==> config.mk <==
export PLATFORM = sky130hd
export DESIGN_NAME = cwcp_top
export DESIGN_NICKNAME = d
export VERILOG_FILES = /design/src/rtl/cwcp_pkg.sv /design/src/rtl/cwcp_top.sv /design/src/rtl/cwcp_decode.sv
export SDC_FILE = /design/constraint.sdc
export NUM_CORES = 1
export LEC_CHECK = 0
export BUFFER_PORTS_ARGS = -buffer_cell sky130_fd_sc_hd__clkbuf_2
export CAP_MARGIN = 40
export CORE_MARGIN = 5
export CORE_UTILIZATION = 44
export CTS_CLUSTER_SIZE = 28
export DETAILED_ROUTE_END_ITERATION = 16
export PLACE_DENSITY = 0.77
export SETUP_SLACK_MARGIN = 0.05
export SLEW_MARGIN = 25
export SYNTH_ARGS = -nofsm -noshare
export SYNTH_HDL_FRONTEND = slang
export SYNTH_SLANG_ARGS = --single-unit
==> constraint.sdc <==
create_clock -name clk -period 1.6 [get_ports clk]
set_input_delay 0.08 -clock clk [delete_from_list [all_inputs] [get_ports clk]]
set_output_delay 0.08 -clock clk [all_outputs]
set_load 0.02 [all_outputs]
==> src/rtl/cwcp_pkg.sv <==
// package for the configuration word loader and code protection gate
// assumes: 14-bit configuration words and memory words, one 200 MHz clock
package cwcp_pkg;
   // ------------------------------------------------------------
   // widths
   // ------------------------------------------------------------
   localparam int WORD_W = 14;                 // configuration and program word width
   localparam int ADDR_W = 15;                 // program memory address width
   localparam int DATA_W = 8;                  // data eeprom byte width
   localparam int EADDR_W = 8;                 // data eeprom address width
   localparam int REG_AW = 4;                  // register port address width

   // ------------------------------------------------------------
   // register offsets (register port)
   // ------------------------------------------------------------
   localparam logic [3:0] OFS_CFG1 = 4'h0;     // config_word_one
   localparam logic [3:0] OFS_CFG2 = 4'h1;     // config_word_two
   localparam logic [3:0] OFS_STATUS = 4'h2;   // decoded settings, read only
   localparam logic [3:0] OFS_CTRL = 4'h3;     // load and erase commands
   localparam logic [3:0] OFS_ID = 4'h4;       // identity word, read only

   // ------------------------------------------------------------
   // field positions in config_word_one
   // ------------------------------------------------------------
   localparam int F_OSC_LO = 0;                // oscillator_select low bit
   localparam int F_POWERUP_DELAY_TIMER = 5;                  // powerup_delay_timer, active low
   localparam int F_CP = 7;                    // program_read_lock, active low
   localparam int F_CPD = 8;                   // data_read_lock, active low
   localparam int F_BOR = 9;                   // brown-out reset enable
   // field positions in config_word_two
   localparam int F_WRT_LO = 0;                // self_write_protect_size low bit
   localparam int F_PLL_MULTIPLY_ENABLE = 8;                 // pll_multiply_enable
   localparam int F_STACK_FAULT_RESET_ENABLE = 9;                // stack_fault_reset_enable
   localparam int F_DEBUG = 12;                // debug enable, active low

   // ------------------------------------------------------------
   // reset (erased) values and control bits
   // ------------------------------------------------------------
   localparam logic [13:0] CFG_ERASED = 14'h3FFF;   // blank nonvolatile word
   localparam logic [13:0] ZERO_WORD = 14'h0000;    // blocked read answer
   localparam logic [13:0] ID_WORD = 14'h1234;      // arbitrary identity value
   localparam int C_LOAD = 0;                  // ctrl: latch words into decode
   localparam int C_BULK = 1;                  // ctrl: bulk erase request
   localparam int C_CLRPROT = 2;               // ctrl: clear protection (with erase)

   // ------------------------------------------------------------
   // write-protect region limits
   // ------------------------------------------------------------
   localparam logic [14:0] WP_HALF_K = 15'h0200;
   localparam logic [14:0] WP_4K = 15'h1000;
   localparam logic [14:0] WP_8K = 15'h2000;
   localparam logic [1:0] WRT_OFF = 2'h3;
   localparam logic [1:0] WRT_SMALL = 2'h2;
   localparam logic [1:0] WRT_HALF = 2'h1;

   // ------------------------------------------------------------
   // oscillator modes, codes as stored in the configuration word
   // ------------------------------------------------------------
   typedef enum logic [2:0] {
      ext_clock_high_power = 3'h7,
      ext_clock_medium_power = 3'h6,
      ext_clock_low_power = 3'h5,
      internal_oscillator = 3'h4,
      external_rc_oscillator = 3'h3,
      high_speed_crystal = 3'h2,
      medium_gain_crystal = 3'h1,
      low_power_crystal = 3'h0
   } cwcp_osc_t;

   // eraser states, one-hot
   typedef enum logic [2:0] {
      ER_IDLE = 3'h1,
      ER_PROG = 3'h2,
      ER_DATA = 3'h4
   } cwcp_er_t;

   // decoded settings carried to the core
   typedef struct packed {
      cwcp_osc_t oscillator_select;
      logic clock_pin_is_io;        // clock input pin released for I/O
      logic clock_from_pin;         // external clock or rc on the clock pin
      logic crystal_on_pins;        // crystal across the two crystal pins
      logic [1:0] crystal_drive;    // 2 high speed, 1 medium gain, 0 low power
      logic [1:0] ext_clock_range;  // 2 high, 1 medium, 0 low power
      logic powerup_delay_timer;    // delay timer enabled
      logic brownout_enable;
      logic program_read_lock;      // program memory protected
      logic data_read_lock;         // data eeprom protected
      logic pll_multiply_enable;
      logic stack_fault_reset_enable;
      logic [1:0] self_write_protect_size;
   } cwcp_cfg_t;

   // external programmer request
   typedef struct packed {
      logic prog_rd;
      logic prog_wr;
      logic data_rd;
      logic data_wr;
      logic [14:0] addr;
      logic [13:0] wdata;
   } cwcp_ext_req_t;
endpackage

==> src/rtl/cwcp_top.sv <==
// configuration word holder, decode and external access protection gate
// assumes: one clock, words loaded from nonvolatile memory by the register
// port at power-up; memories sit outside and follow the strobes given here
//
// The register addresses and the strobed register port were chosen for this implementation.
module cwcp_top (
   input wire logic clk,
   input wire logic reset_n,
   // register port
   input wire logic [3:0] reg_addr,
   input wire logic [13:0] reg_wdata,
   input wire logic reg_wr,
   input wire logic reg_rd,
   output logic [13:0] reg_rdata,
   // decoded settings to the core
   output cwcp_pkg::cwcp_cfg_t cfg,
   output logic pll_active,
   output logic stack_reset,
   input wire logic stack_fault,
   // external programmer side
   input cwcp_pkg::cwcp_ext_req_t ext_req,
   output logic [13:0] ext_rdata,
   output logic ext_denied,
   // core self-write request
   input wire logic core_prog_wr,
   input wire logic [14:0] core_prog_addr,
   // strobes to the memories
   output logic prog_mem_rd,
   output logic prog_mem_wr,
   output logic data_mem_rd,
   output logic data_mem_wr,
   input wire logic [13:0] prog_mem_rdata,
   input wire logic [7:0] data_mem_rdata,
   output logic prog_erase_all,
   output logic data_erase_all,
   output logic self_write_refused
);
   // ------------------------------------------------------------
   // state
   // ------------------------------------------------------------
   typedef struct packed {
      logic [13:0] cfg1;          // staged config_word_one
      logic [13:0] cfg2;          // staged config_word_two
      logic [13:0] live1;         // latched copy used by decode
      logic [13:0] live2;
      logic [13:0] rdata;         // register read data
      logic [13:0] xdata;         // external read data
      logic xpend_prog;           // external program read in flight
      logic xpend_data;           // external data read in flight
      logic xden;                 // refusal flag, one cycle
      logic stk;                  // stack reset pulse
      logic swref;                // self-write refusal pulse
      cwcp_pkg::cwcp_er_t er;     // eraser state
      logic er_data;              // eeprom to be cleared too
   } cwcp_st_t;

   cwcp_st_t st_r;     // registered state
   cwcp_st_t st_nxt;   // next state
   logic prog_open;    // external program access allowed
   logic data_open;    // external data access allowed
   logic wp_hit;       // self-write lands in protected region
   logic [14:0] wp_limit;

   // ------------------------------------------------------------
   // decode of the latched words
   // ------------------------------------------------------------
   cwcp_decode u_decode (
      .word_one(st_r.live1),
      .word_two(st_r.live2),
      .cfg(cfg)
   );

   // ------------------------------------------------------------
   // access gates
   // ------------------------------------------------------------
   // locks only gate the external path; core path is never looked at here
   assign prog_open = ~cfg.program_read_lock;
   assign data_open = ~cfg.data_read_lock;

   // region size picks the top of the protected block
   always_comb begin
      case (cfg.self_write_protect_size)
         cwcp_pkg::WRT_SMALL: wp_limit = cwcp_pkg::WP_HALF_K;
         cwcp_pkg::WRT_HALF: wp_limit = cwcp_pkg::WP_4K;
         cwcp_pkg::WRT_OFF: wp_limit = '0;
         default: wp_limit = cwcp_pkg::WP_8K;
      endcase
   end
   // code protection is not part of this test on purpose
   assign wp_hit = core_prog_addr < wp_limit;

   // memory strobes; core reads bypass this block entirely
   assign prog_mem_rd = ext_req.prog_rd & prog_open;
   assign prog_mem_wr = (ext_req.prog_wr & prog_open) | (core_prog_wr & ~wp_hit);
   assign data_mem_rd = ext_req.data_rd & data_open;
   assign data_mem_wr = ext_req.data_wr & data_open;
   assign prog_erase_all = st_r.er == cwcp_pkg::ER_PROG;
   assign data_erase_all = st_r.er == cwcp_pkg::ER_DATA;
   assign pll_active = cfg.pll_multiply_enable;

   // ------------------------------------------------------------
   // next state
   // ------------------------------------------------------------
   always_comb begin
      st_nxt = st_r;
      st_nxt.rdata = '0;
      st_nxt.xden = 1'b0;
      st_nxt.swref = core_prog_wr & wp_hit;
      // stack fault raises a reset only when enabled
      st_nxt.stk = stack_fault & cfg.stack_fault_reset_enable;
      // external read data lands two cycles after the strobe
      st_nxt.xpend_prog = ext_req.prog_rd;
      st_nxt.xpend_data = ext_req.data_rd;
      if (st_r.xpend_prog) begin
         // locked reads see zeros, never the array
         st_nxt.xdata = prog_open ? prog_mem_rdata : cwcp_pkg::ZERO_WORD;
      end else if (st_r.xpend_data) begin
         st_nxt.xdata = data_open ? {6'h00, data_mem_rdata} : cwcp_pkg::ZERO_WORD;
      end
      // refused requests flag once
      if (((ext_req.prog_rd | ext_req.prog_wr) & ~prog_open) |
          ((ext_req.data_rd | ext_req.data_wr) & ~data_open)) begin
         st_nxt.xden = 1'b1;
      end
      // register reads
      if (reg_rd) begin
         case (reg_addr)
            cwcp_pkg::OFS_CFG1: st_nxt.rdata = st_r.cfg1;
            cwcp_pkg::OFS_CFG2: st_nxt.rdata = st_r.cfg2;
            cwcp_pkg::OFS_STATUS: st_nxt.rdata = {cfg.self_write_protect_size, cfg.stack_fault_reset_enable,
               cfg.pll_multiply_enable, cfg.data_read_lock, cfg.program_read_lock,
               cfg.brownout_enable, cfg.powerup_delay_timer, st_r.er != cwcp_pkg::ER_IDLE,
               2'h0, cfg.oscillator_select};
            cwcp_pkg::OFS_ID: st_nxt.rdata = cwcp_pkg::ID_WORD;
            default: st_nxt.rdata = '0;
         endcase
      end
      // register writes stage words and issue commands
      if (reg_wr) begin
         case (reg_addr)
            cwcp_pkg::OFS_CFG1: st_nxt.cfg1 = reg_wdata;
            cwcp_pkg::OFS_CFG2: st_nxt.cfg2 = reg_wdata;
            cwcp_pkg::OFS_CTRL: begin
               if (reg_wdata[cwcp_pkg::C_LOAD]) begin
                  st_nxt.live1 = st_r.cfg1;
                  st_nxt.live2 = st_r.cfg2;
               end
               if (reg_wdata[cwcp_pkg::C_BULK] && st_r.er == cwcp_pkg::ER_IDLE) begin
                  // unprotecting wipes the program array
                  if (reg_wdata[cwcp_pkg::C_CLRPROT]) begin
                     st_nxt.er = cwcp_pkg::ER_PROG;
                     st_nxt.er_data = cfg.data_read_lock;
                  end
               end
            end
            default: ;
         endcase
      end
      // eraser sequence, protection bits lift only after the wipe
      case (st_r.er)
         cwcp_pkg::ER_IDLE: ;
         cwcp_pkg::ER_PROG: begin
            // clearing data lock during erase wipes eeprom
            st_nxt.er = st_r.er_data ? cwcp_pkg::ER_DATA : cwcp_pkg::ER_IDLE;
            if (!st_r.er_data) begin
               st_nxt.live1 = cwcp_pkg::CFG_ERASED;
               st_nxt.cfg1 = cwcp_pkg::CFG_ERASED;
            end
         end
         cwcp_pkg::ER_DATA: begin
            st_nxt.er = cwcp_pkg::ER_IDLE;
            st_nxt.er_data = 1'b0;
            st_nxt.live1 = cwcp_pkg::CFG_ERASED;
            st_nxt.cfg1 = cwcp_pkg::CFG_ERASED;
         end
         default: st_nxt.er = cwcp_pkg::ER_IDLE;
      endcase
   end

   // ------------------------------------------------------------
   // state register
   // ------------------------------------------------------------
   always_ff @(posedge clk or negedge reset_n) begin
      if (!reset_n) begin
         st_r <= '{cfg1: cwcp_pkg::CFG_ERASED, cfg2: cwcp_pkg::CFG_ERASED,
                   live1: cwcp_pkg::CFG_ERASED, live2: cwcp_pkg::CFG_ERASED,
                   rdata: '0, xdata: '0, xpend_prog: 1'b0, xpend_data: 1'b0,
                   xden: 1'b0, stk: 1'b0, swref: 1'b0, er: cwcp_pkg::ER_IDLE, er_data: 1'b0};
      end else begin
         st_r <= st_nxt;
      end
   end

   assign reg_rdata = st_r.rdata;
   assign ext_rdata = st_r.xdata;
   assign ext_denied = st_r.xden;
   assign stack_reset = st_r.stk;
   assign self_write_refused = st_r.swref;
endmodule

==> src/rtl/cwcp_decode.sv <==
// oscillator and option decode of the two configuration words
// assumes: words are stable registers on the caller's clock
module cwcp_decode (
   input wire logic [13:0] word_one,
   input wire logic [13:0] word_two,
   output cwcp_pkg::cwcp_cfg_t cfg
);
   // ------------------------------------------------------------
   // pure decode, no state
   // ------------------------------------------------------------
   always_comb begin
      cfg = '0;
      cfg.oscillator_select = cwcp_pkg::cwcp_osc_t'(word_one[cwcp_pkg::F_OSC_LO +: 3]);
      case (cfg.oscillator_select)
         // external clock ranges on the clock pin
         cwcp_pkg::ext_clock_high_power: begin
            cfg.clock_from_pin = 1'b1;
            cfg.ext_clock_range = 2'h2;
         end
         cwcp_pkg::ext_clock_medium_power: begin
            cfg.clock_from_pin = 1'b1;
            cfg.ext_clock_range = 2'h1;
         end
         cwcp_pkg::ext_clock_low_power: begin
            cfg.clock_from_pin = 1'b1;
            cfg.ext_clock_range = 2'h0;
         end
         // internal source frees the pin, rc uses it
         cwcp_pkg::internal_oscillator: begin
            cfg.clock_pin_is_io = 1'b1;
         end
         cwcp_pkg::external_rc_oscillator: begin
            cfg.clock_from_pin = 1'b1;
         end
         // crystal drive modes
         cwcp_pkg::high_speed_crystal: begin
            cfg.crystal_on_pins = 1'b1;
            cfg.crystal_drive = 2'h2;
         end
         cwcp_pkg::medium_gain_crystal: begin
            cfg.crystal_on_pins = 1'b1;
            cfg.crystal_drive = 2'h1;
         end
         default: begin
            cfg.crystal_on_pins = 1'b1;
            cfg.crystal_drive = 2'h0;
         end
      endcase
      // brown-out and delay timer decoded from separate bits
      cfg.powerup_delay_timer = ~word_one[cwcp_pkg::F_POWERUP_DELAY_TIMER];
      cfg.brownout_enable = word_one[cwcp_pkg::F_BOR];
      // two independent protection settings
      cfg.program_read_lock = ~word_one[cwcp_pkg::F_CP];
      cfg.data_read_lock = ~word_one[cwcp_pkg::F_CPD];
      cfg.pll_multiply_enable = word_two[cwcp_pkg::F_PLL_MULTIPLY_ENABLE];
      cfg.stack_fault_reset_enable = word_two[cwcp_pkg::F_STACK_FAULT_RESET_ENABLE];
      cfg.self_write_protect_size = word_two[cwcp_pkg::F_WRT_LO +: 2];
   end
endmodule

==> results of run 1 <==
[power groups by stage]
stage / logic, mW / registers [mW] / clock network [mW]
floorplan: 0.974 / 2.56 / 0
global placement: 1.27 / 2.63 / 0
detailed placement: 1.30 / 2.65 / 0
CTS: 1.43 / 2.62 / 1.67
global route: 1.59 / 2.67 / 1.75
finish: 1.45 / 2.62 / 1.62
[worst paths after layout]
| path | startpoint | end | slack, ns | cells after the start |
|---|---|---|---|---|
| worst min-delay path | reg_wdata[0] | st_r[79]$_DFF_PN1_ | 0.02 | 3 |
| worst max-delay path | st_r[37]$_DFFE_PN1P_ | prog_mem_wr | -0.39 | 6 |
| worst max register to register | st_r[1]$_DFFE_PN1P_ | st_r[0]$_DFFE_PN0P_ | -0.01 | 4 |
| max in group asynchronous | reset_n | st_r[89]$_DFF_PN1_ | 0.71 | 3 |
| min in group asynchronous | reset_n | ext_rdata[13]$_DFFE_PN0P_ | 0.25 | 2 |
| worst min register to register | ext_rdata[6]$_DFFE_PN0P_ | ext_rdata[6]$_DFFE_PN0P_ | 0.49 | 2 |
[flip-flops by register name, indices dropped and copies added (netlist names)]
register,cells
stack_reset,1
st_r,45
reg_rdata,14
self_write_refused,1
ext_rdata,14
ext_denied,1
[layer usage]
metal | routed length [µm] | share of wire | GRT usage
met1 | 4021 | 0.40 | 0.2470
met3 | 835 | 0.084 | 0.05525
met5 | 0 | 0 | 0
met2 | 5016 | 0.50 | 0.3206
met4 | 94 | 0.0094 | 0.05643
[area by class of cell]
type / count / area, µm² / area share
sequential: 76 / 1952 / 0.3890
timing repair buffer: 169 / 1097 / 0.2187
clock inverter: 4 / 73.82 / 0.01471
clock buffer: 12 / 145.1 / 0.02893
inverter: 5 / 18.77 / 0.003741
tap: 108 / 135.1 / 0.02693
multi-input combinational: 222 / 1595 / 0.3180
[logic make-up (layout without fill, tap and decap cells)]
logic type | count (synthesis) | count (layout) | share of synthesized area
fa+ha+maj | 4 | 4 | 0.01162
simple gates | 121 | 121 | 0.1752
buf+inv | 65 | 190 | 0.1071
mux | 29 | 29 | 0.09358
compound gates | 68 | 68 | 0.1091
flops | 76 | 76 | 0.5034
[cells in the mapped netlist, types with 4 or more instances]
library cell / number / share of area
a21oi_1: 8 / 0.010
a22o_1: 7 / 0.016
a22oi_1: 14 / 0.027
and2_1: 5 / 0.0081
buf_4: 37 / 0.072
buf_6: 4 / 0.012
clkbuf_1: 17 / 0.016
dfrtp_1: 36 / 0.23
dfstp_2: 40 / 0.27
inv_1: 5 / 0.0048
mux2_2: 18 / 0.052
mux2_4: 10 / 0.039
nand2_1: 18 / 0.017
nand3_1: 40 / 0.052
nor2_1: 15 / 0.015
nor2b_1: 9 / 0.015
nor3_1: 4 / 0.0052
nor3b_1: 6 / 0.012
o21ai_0: 32 / 0.041
[critical path: stages, from the launching register on]
cell and delay (ns):
dfstp_2 0.59, nand2b_4 0.07, ha_4 0.17, nor4b_4 0.23, a22oi_2 0.14, a22o_1 0.21
clkbuf_8 0.15
[timing repair]
action                                  4_1_cts  5_1_grt
hold buffers                                 24        0
buffers inserted                              2        3
endpoints found under the setup margin        2        4
gates resized for setup                      17        1
pin swaps                                     6        0
endpoints found under the hold margin        57        0
==> results.md, run 1 <==
* Status: finished, violations left
* Failing checks: negative setup slack
* Worst-margin pin slew at roughly 0.57 ns
* Core Rows at 34
* DRT Pass-1 Iters at 4
* Area added between synthesis and finish at 29.40%
* Most common cell after layout, fill and taps aside: clkbuf_2
* Starting density of the core at 0.4490
* Asr flop ratio synth at 1.000
* Cells after DPL at 551
* CTS tree: done
* Total Neg Setup Slack at -0.3951 ns
* Critical path type: register to primary output
* Seq/Total Area, Yosys at 0.5034
* Ratio of cells with drive above 1 in the final layout at 0.4980
* Largest net degree at the start of global routing at 32
* Hold WS at 0.02225 ns
* Net count, final at 579
* Setup ws final at -0.3872 ns
* Die area at 0.01079 mm²
* Drt total wl at 9.968 mm
* Static Leakage at 2.360 nW
* Switch Pwr at 1.687 mW
* Synth Flop Type: dfstp_2
* Synth Instances at 363
* Commonest non-fill, non-tap cells in the layout: clkbuf_2 (109), nand3_1 (40), dfstp_2 (40)
* Clock tree root buffer cell: clkbuf_8
* Peak Freq at 503.2 MHz
* Drt drc at 0
* RSZ-0062 raised after global routing: yes
* Overall Power at 5.693 mW
* # setup viols final at 2
* Finished Cell Area at between 0.005 and 0.006 mm²
* Yosys reg bits at 76
* Type of the most critical hold path: input pin to register
* Skew-Pair Late Insertion Delay at 0.35 ns
* Final hold vios at 0
* Vias in the first global route at between 3000 and 4000
* Switching share of power at 0.2964
* IO buf count at 111
* Filler instances at between 700 and 800
* Slew Limit Fails at 0
* Crit. End Element: primary output
* CTS clk-pin slew, worst paths at 0.08 ns
* Initial antenna violation count at 0
* Clock power frac at 0.284
* Post-route ant nets at 0
* Fin crit share at 1.242
* Peak VDD IR at 0.5714 mV
* PD cells at 1135 mW/mm²
* Post-Syn Nets at 459
* Post-synth EDFFs at 0
* Sequential share of power at 0.461
* Core area at 0.008636 mm²
* Yosys warns at 0
* DR WL/cell at 16.72 µm
* DIE WIDTH at ~100 µm
* MaxCap Viol Count at 0
* CP startpoint kind: register
* Gpl congestion at 0.8810
* Antenna cells at 0
* Setup Skew at 0.007945 ns
* Finished Layout Cells at between 500 and 600
* Synth Cell Area at 0.003877 mm²
* Vias at between 3000 and 4000
* Die height at 103.9 µm
* Critical Path Fanout Max at 4
* Setup Slack @ Placement at -0.1825 ns
* Final core utilization at 0.5810
* Total gr overflow at 0
* CTS Buffer Depth at 2
* Syn avg cell area at around 11 µm²
* Htree depth at 3
* Io pins at 150
* Total clock sinks at 76
* Worst Path Arrival at approximately 1.9 ns
* Slew HR at 0.6185
* Internal Power at 4.006 mW
* Tmin final at roughly 2 ns
* First-pass GRT wire length at ~17 mm
* Synth unique cells at 44
* CTS Buf Count at 9
* Initial drt markers at 157
* Vias per cell at 5.357
* Post-DP HPWL at 7.042 mm
* Dpl cell area at 0.004427 mm²
* Comb power frac at 0.255
* Global Route Usage Sum at 0.1937
* WP data required at 1.52 ns
(Power assumes the default switching activity.)
==> run 2, diff against run 1 <==
- PLACE_DENSITY: 0.77 -> 0.82
- SETUP_SLACK_MARGIN: 0.05 -> 0.4
==> run 2 against run 1 <==
Effect of this change: the run still ends with negative setup slack left; clock-buffer cell count decreased by 3; sequential share of layout area decreased by 4.5 points; sequential cell count unchanged; non-clock buffer count increased by 18; fmax increased by 3.6%; largest cell class unchanged; clock skew increased by 0.0020 ns; first-iteration DRC count increased by 57%.
==> results.md, run 2 (synthesis results as in run 1) <==
* Hold Crit Depth at 3
* # setup viols final at 1
* Largest Register: st_r
* PD cells at 1094 mW/mm²
* First-pass GRT wire length at 17.86 mm
* Antenna cells at 0
* Starting density of the core at 0.4490
* Filler instances at 618
* Initial drt markers at 246
* Final hold vios at 0
* Die area at 0.01079 mm²
* Slew HR at 0.6828
* Min-Delay Endpoint: ext_rdata[2]$_DFFE_PN0P_
* Htree depth at 3
* Skew-Pair Late Insertion Delay at roughly 0.35 ns
* Hold WS at around 0.025 ns
* Clock power frac at 0.247
* Gpl congestion at 0.8452
* Setup Skew at 0.009922 ns
* Critical path type: register to primary output
* Core area at 0.008636 mm²
* RR Startpoint: st_r[1]$_DFFE_PN1P_
* Post-route ant nets at 0
* Setup ws final at -0.3188 ns
* Total Neg Setup Slack at -0.3188 ns
* Drt drc at 0
* Storage element area at 0.001952 mm²
* Ratio of cells with drive above 1 in the final layout at 0.6245
* Switch Pwr at 1.986 mW
* Worst R2R End: st_r[0]$_DFFE_PN0P_
* Clock tree root buffer cell: clkbuf_8
* CTS clk-pin slew, worst paths at 0.09 ns
* Finished Cell Area at 0.005677 mm²
* CP startpoint kind: register
* Vias per cell at 5.508
* Initial antenna violation count at 0
* Multi-input logic area at 0.001877 mm²
* Vias at 3382
* Peak VDD IR at ~0.74 mV
* Cells after DPL at 548
* Critical Path Fanout Max at 3
* Sequential share of power at 0.425
* DRT Pass-1 Iters at 4
* Cell Chain, Critical Path: nand2b_4 > ha_4 > nor4b_4 > a22oi_2 > a22o_1 > buf_6
* FF-to-FF setup slack at 0.03 ns
* DIE WIDTH at 103.9 µm
* Die height at approximately 100 µm
* Most common cell after layout, fill and taps aside: clkbuf_2
* MaxCap Viol Count at 0
* Max incr delay on CP at 0.58 ns
* Core Rows at 34
* Type of the most critical hold path: input pin to register
* Largest net degree at the start of global routing at 38
* Vias in the first global route at between 3000 and 4000
* Post-DP HPWL at slightly above 7 mm
* Net count, final at 597
* Area added between synthesis and finish at 46.40%
* Status: finished, violations left
* Peak Freq at 521.2 MHz
* CTS Buffer Depth at 2
* Finished Layout Cells at 614
* DR WL/cell at 18.34 µm
* Crit. End Element: primary output
* Failing checks: negative setup slack
* Tmin final at roughly 1.9 ns
* Max FFs per register at 45
* Setup Slack @ Placement at -0.03820 ns
* Io pins at 150
* Comb power frac at 0.328
* Worst R2R Path Depth at 3
* Global Route Usage Sum at 0.2019
* Total clock sinks at 76
* Final core utilization at 0.6573
* Worst-margin pin slew at 0.4758 ns
* CTS tree: done
* Internal Power at roughly 4.2 mW
* Overall Power at 6.208 mW
* Dpl cell area at roughly 0.0044 mm²
* Total gr overflow at 0
* Fin crit share at 1.199
* WP data required at 1.52 ns
* Static Leakage at 2.612 nW
* Slew Limit Fails at 0
* Switching share of power at 0.3199
* CTS Buf Count at 9
* Worst Path Arrival at around 1.8 ns
* CP max-delay cell: dfstp_2
* IO buf count at 111
* Drt total wl at between 10 and 15 mm
* RSZ-0062 raised after global routing: yes
* Commonest non-fill, non-tap cells in the layout: clkbuf_2 (87), dfstp_2 (40), dfrtp_1 (36)
* Hold Startpoint: data_mem_rdata[2]
## run 2: timing repair
action                                  CTS  global route
pin swaps                                11            26
endpoints found under the hold margin    51             0
buffers inserted                         15             6
endpoints found under the setup margin   57            63
gates cloned                              3             1
gates resized for setup                  84            77
hold buffers                             25             0
## run 2: per-layer routing
metal,GRT usage,vias to the layer above,routed length (µm)
met5,0,-,0
met4,0.07493,0,301
met3,0.05711,29,770
met2,0.3324,168,5675
met1,0.2527,1659,4514
li1,-,1526,-
## run 2: area by class of cell
cell class / count / area share
clock buffers: 9 / 0.02182
clock inverters: 7 / 0.01455
inverters: 5 / 0.003306
multi-input cells: 222 / 0.3306
flip-flops and latches: 76 / 0.3438
well taps: 108 / 0.02380
repair buffers: 187 / 0.2621
## run 2: critical path: cells and delay by family (launching register included)
kind | cells | cell delay, ns
compound gates | 2 | 0.32
simple gates | 2 | 0.29
buf+inv | 1 | 0.13
fa+ha+maj | 1 | 0.17
flops | 1 | 0.58
## run 2: worst max-delay path by stage
| stage | startpoint | endpoint | slack (ns) | cells after the start |
|---|---|---|---|---|
| 2_1_floorplan | st_r[1]$_DFFE_PN1P_ | st_r[0]$_DFFE_PN0P_ | -0.03 | 3 |
| 3_3_place_gp | st_r[1]$_DFFE_PN1P_ | st_r[0]$_DFFE_PN0P_ | -0.006 | 3 |
| 3_5_place_dp | st_r[1]$_DFFE_PN1P_ | st_r[0]$_DFFE_PN0P_ | -0.04 | 3 |
| 4_1_cts | st_r[37]$_DFFE_PN1P_ | prog_mem_wr | -0.38 | 6 |
| 5_1_grt | st_r[37]$_DFFE_PN1P_ | prog_mem_wr | -0.40 | 6 |
| 6_report | st_r[37]$_DFFE_PN1P_ | prog_mem_wr | -0.32 | 6 |
## run 2: power groups by stage
| stage | Combinational (mW) | Sequential, mW | Clock [mW] |
|---|---|---|---|
| global placement | 1.28 | 2.64 | 0 |
| global route | 2.17 | 2.67 | 1.66 |
| CTS | 1.74 | 2.61 | 1.57 |
| finish | 2.04 | 2.64 | 1.54 |
| floorplan | 1.03 | 2.56 | 0 |
| detailed placement | 1.32 | 2.67 | 0 |
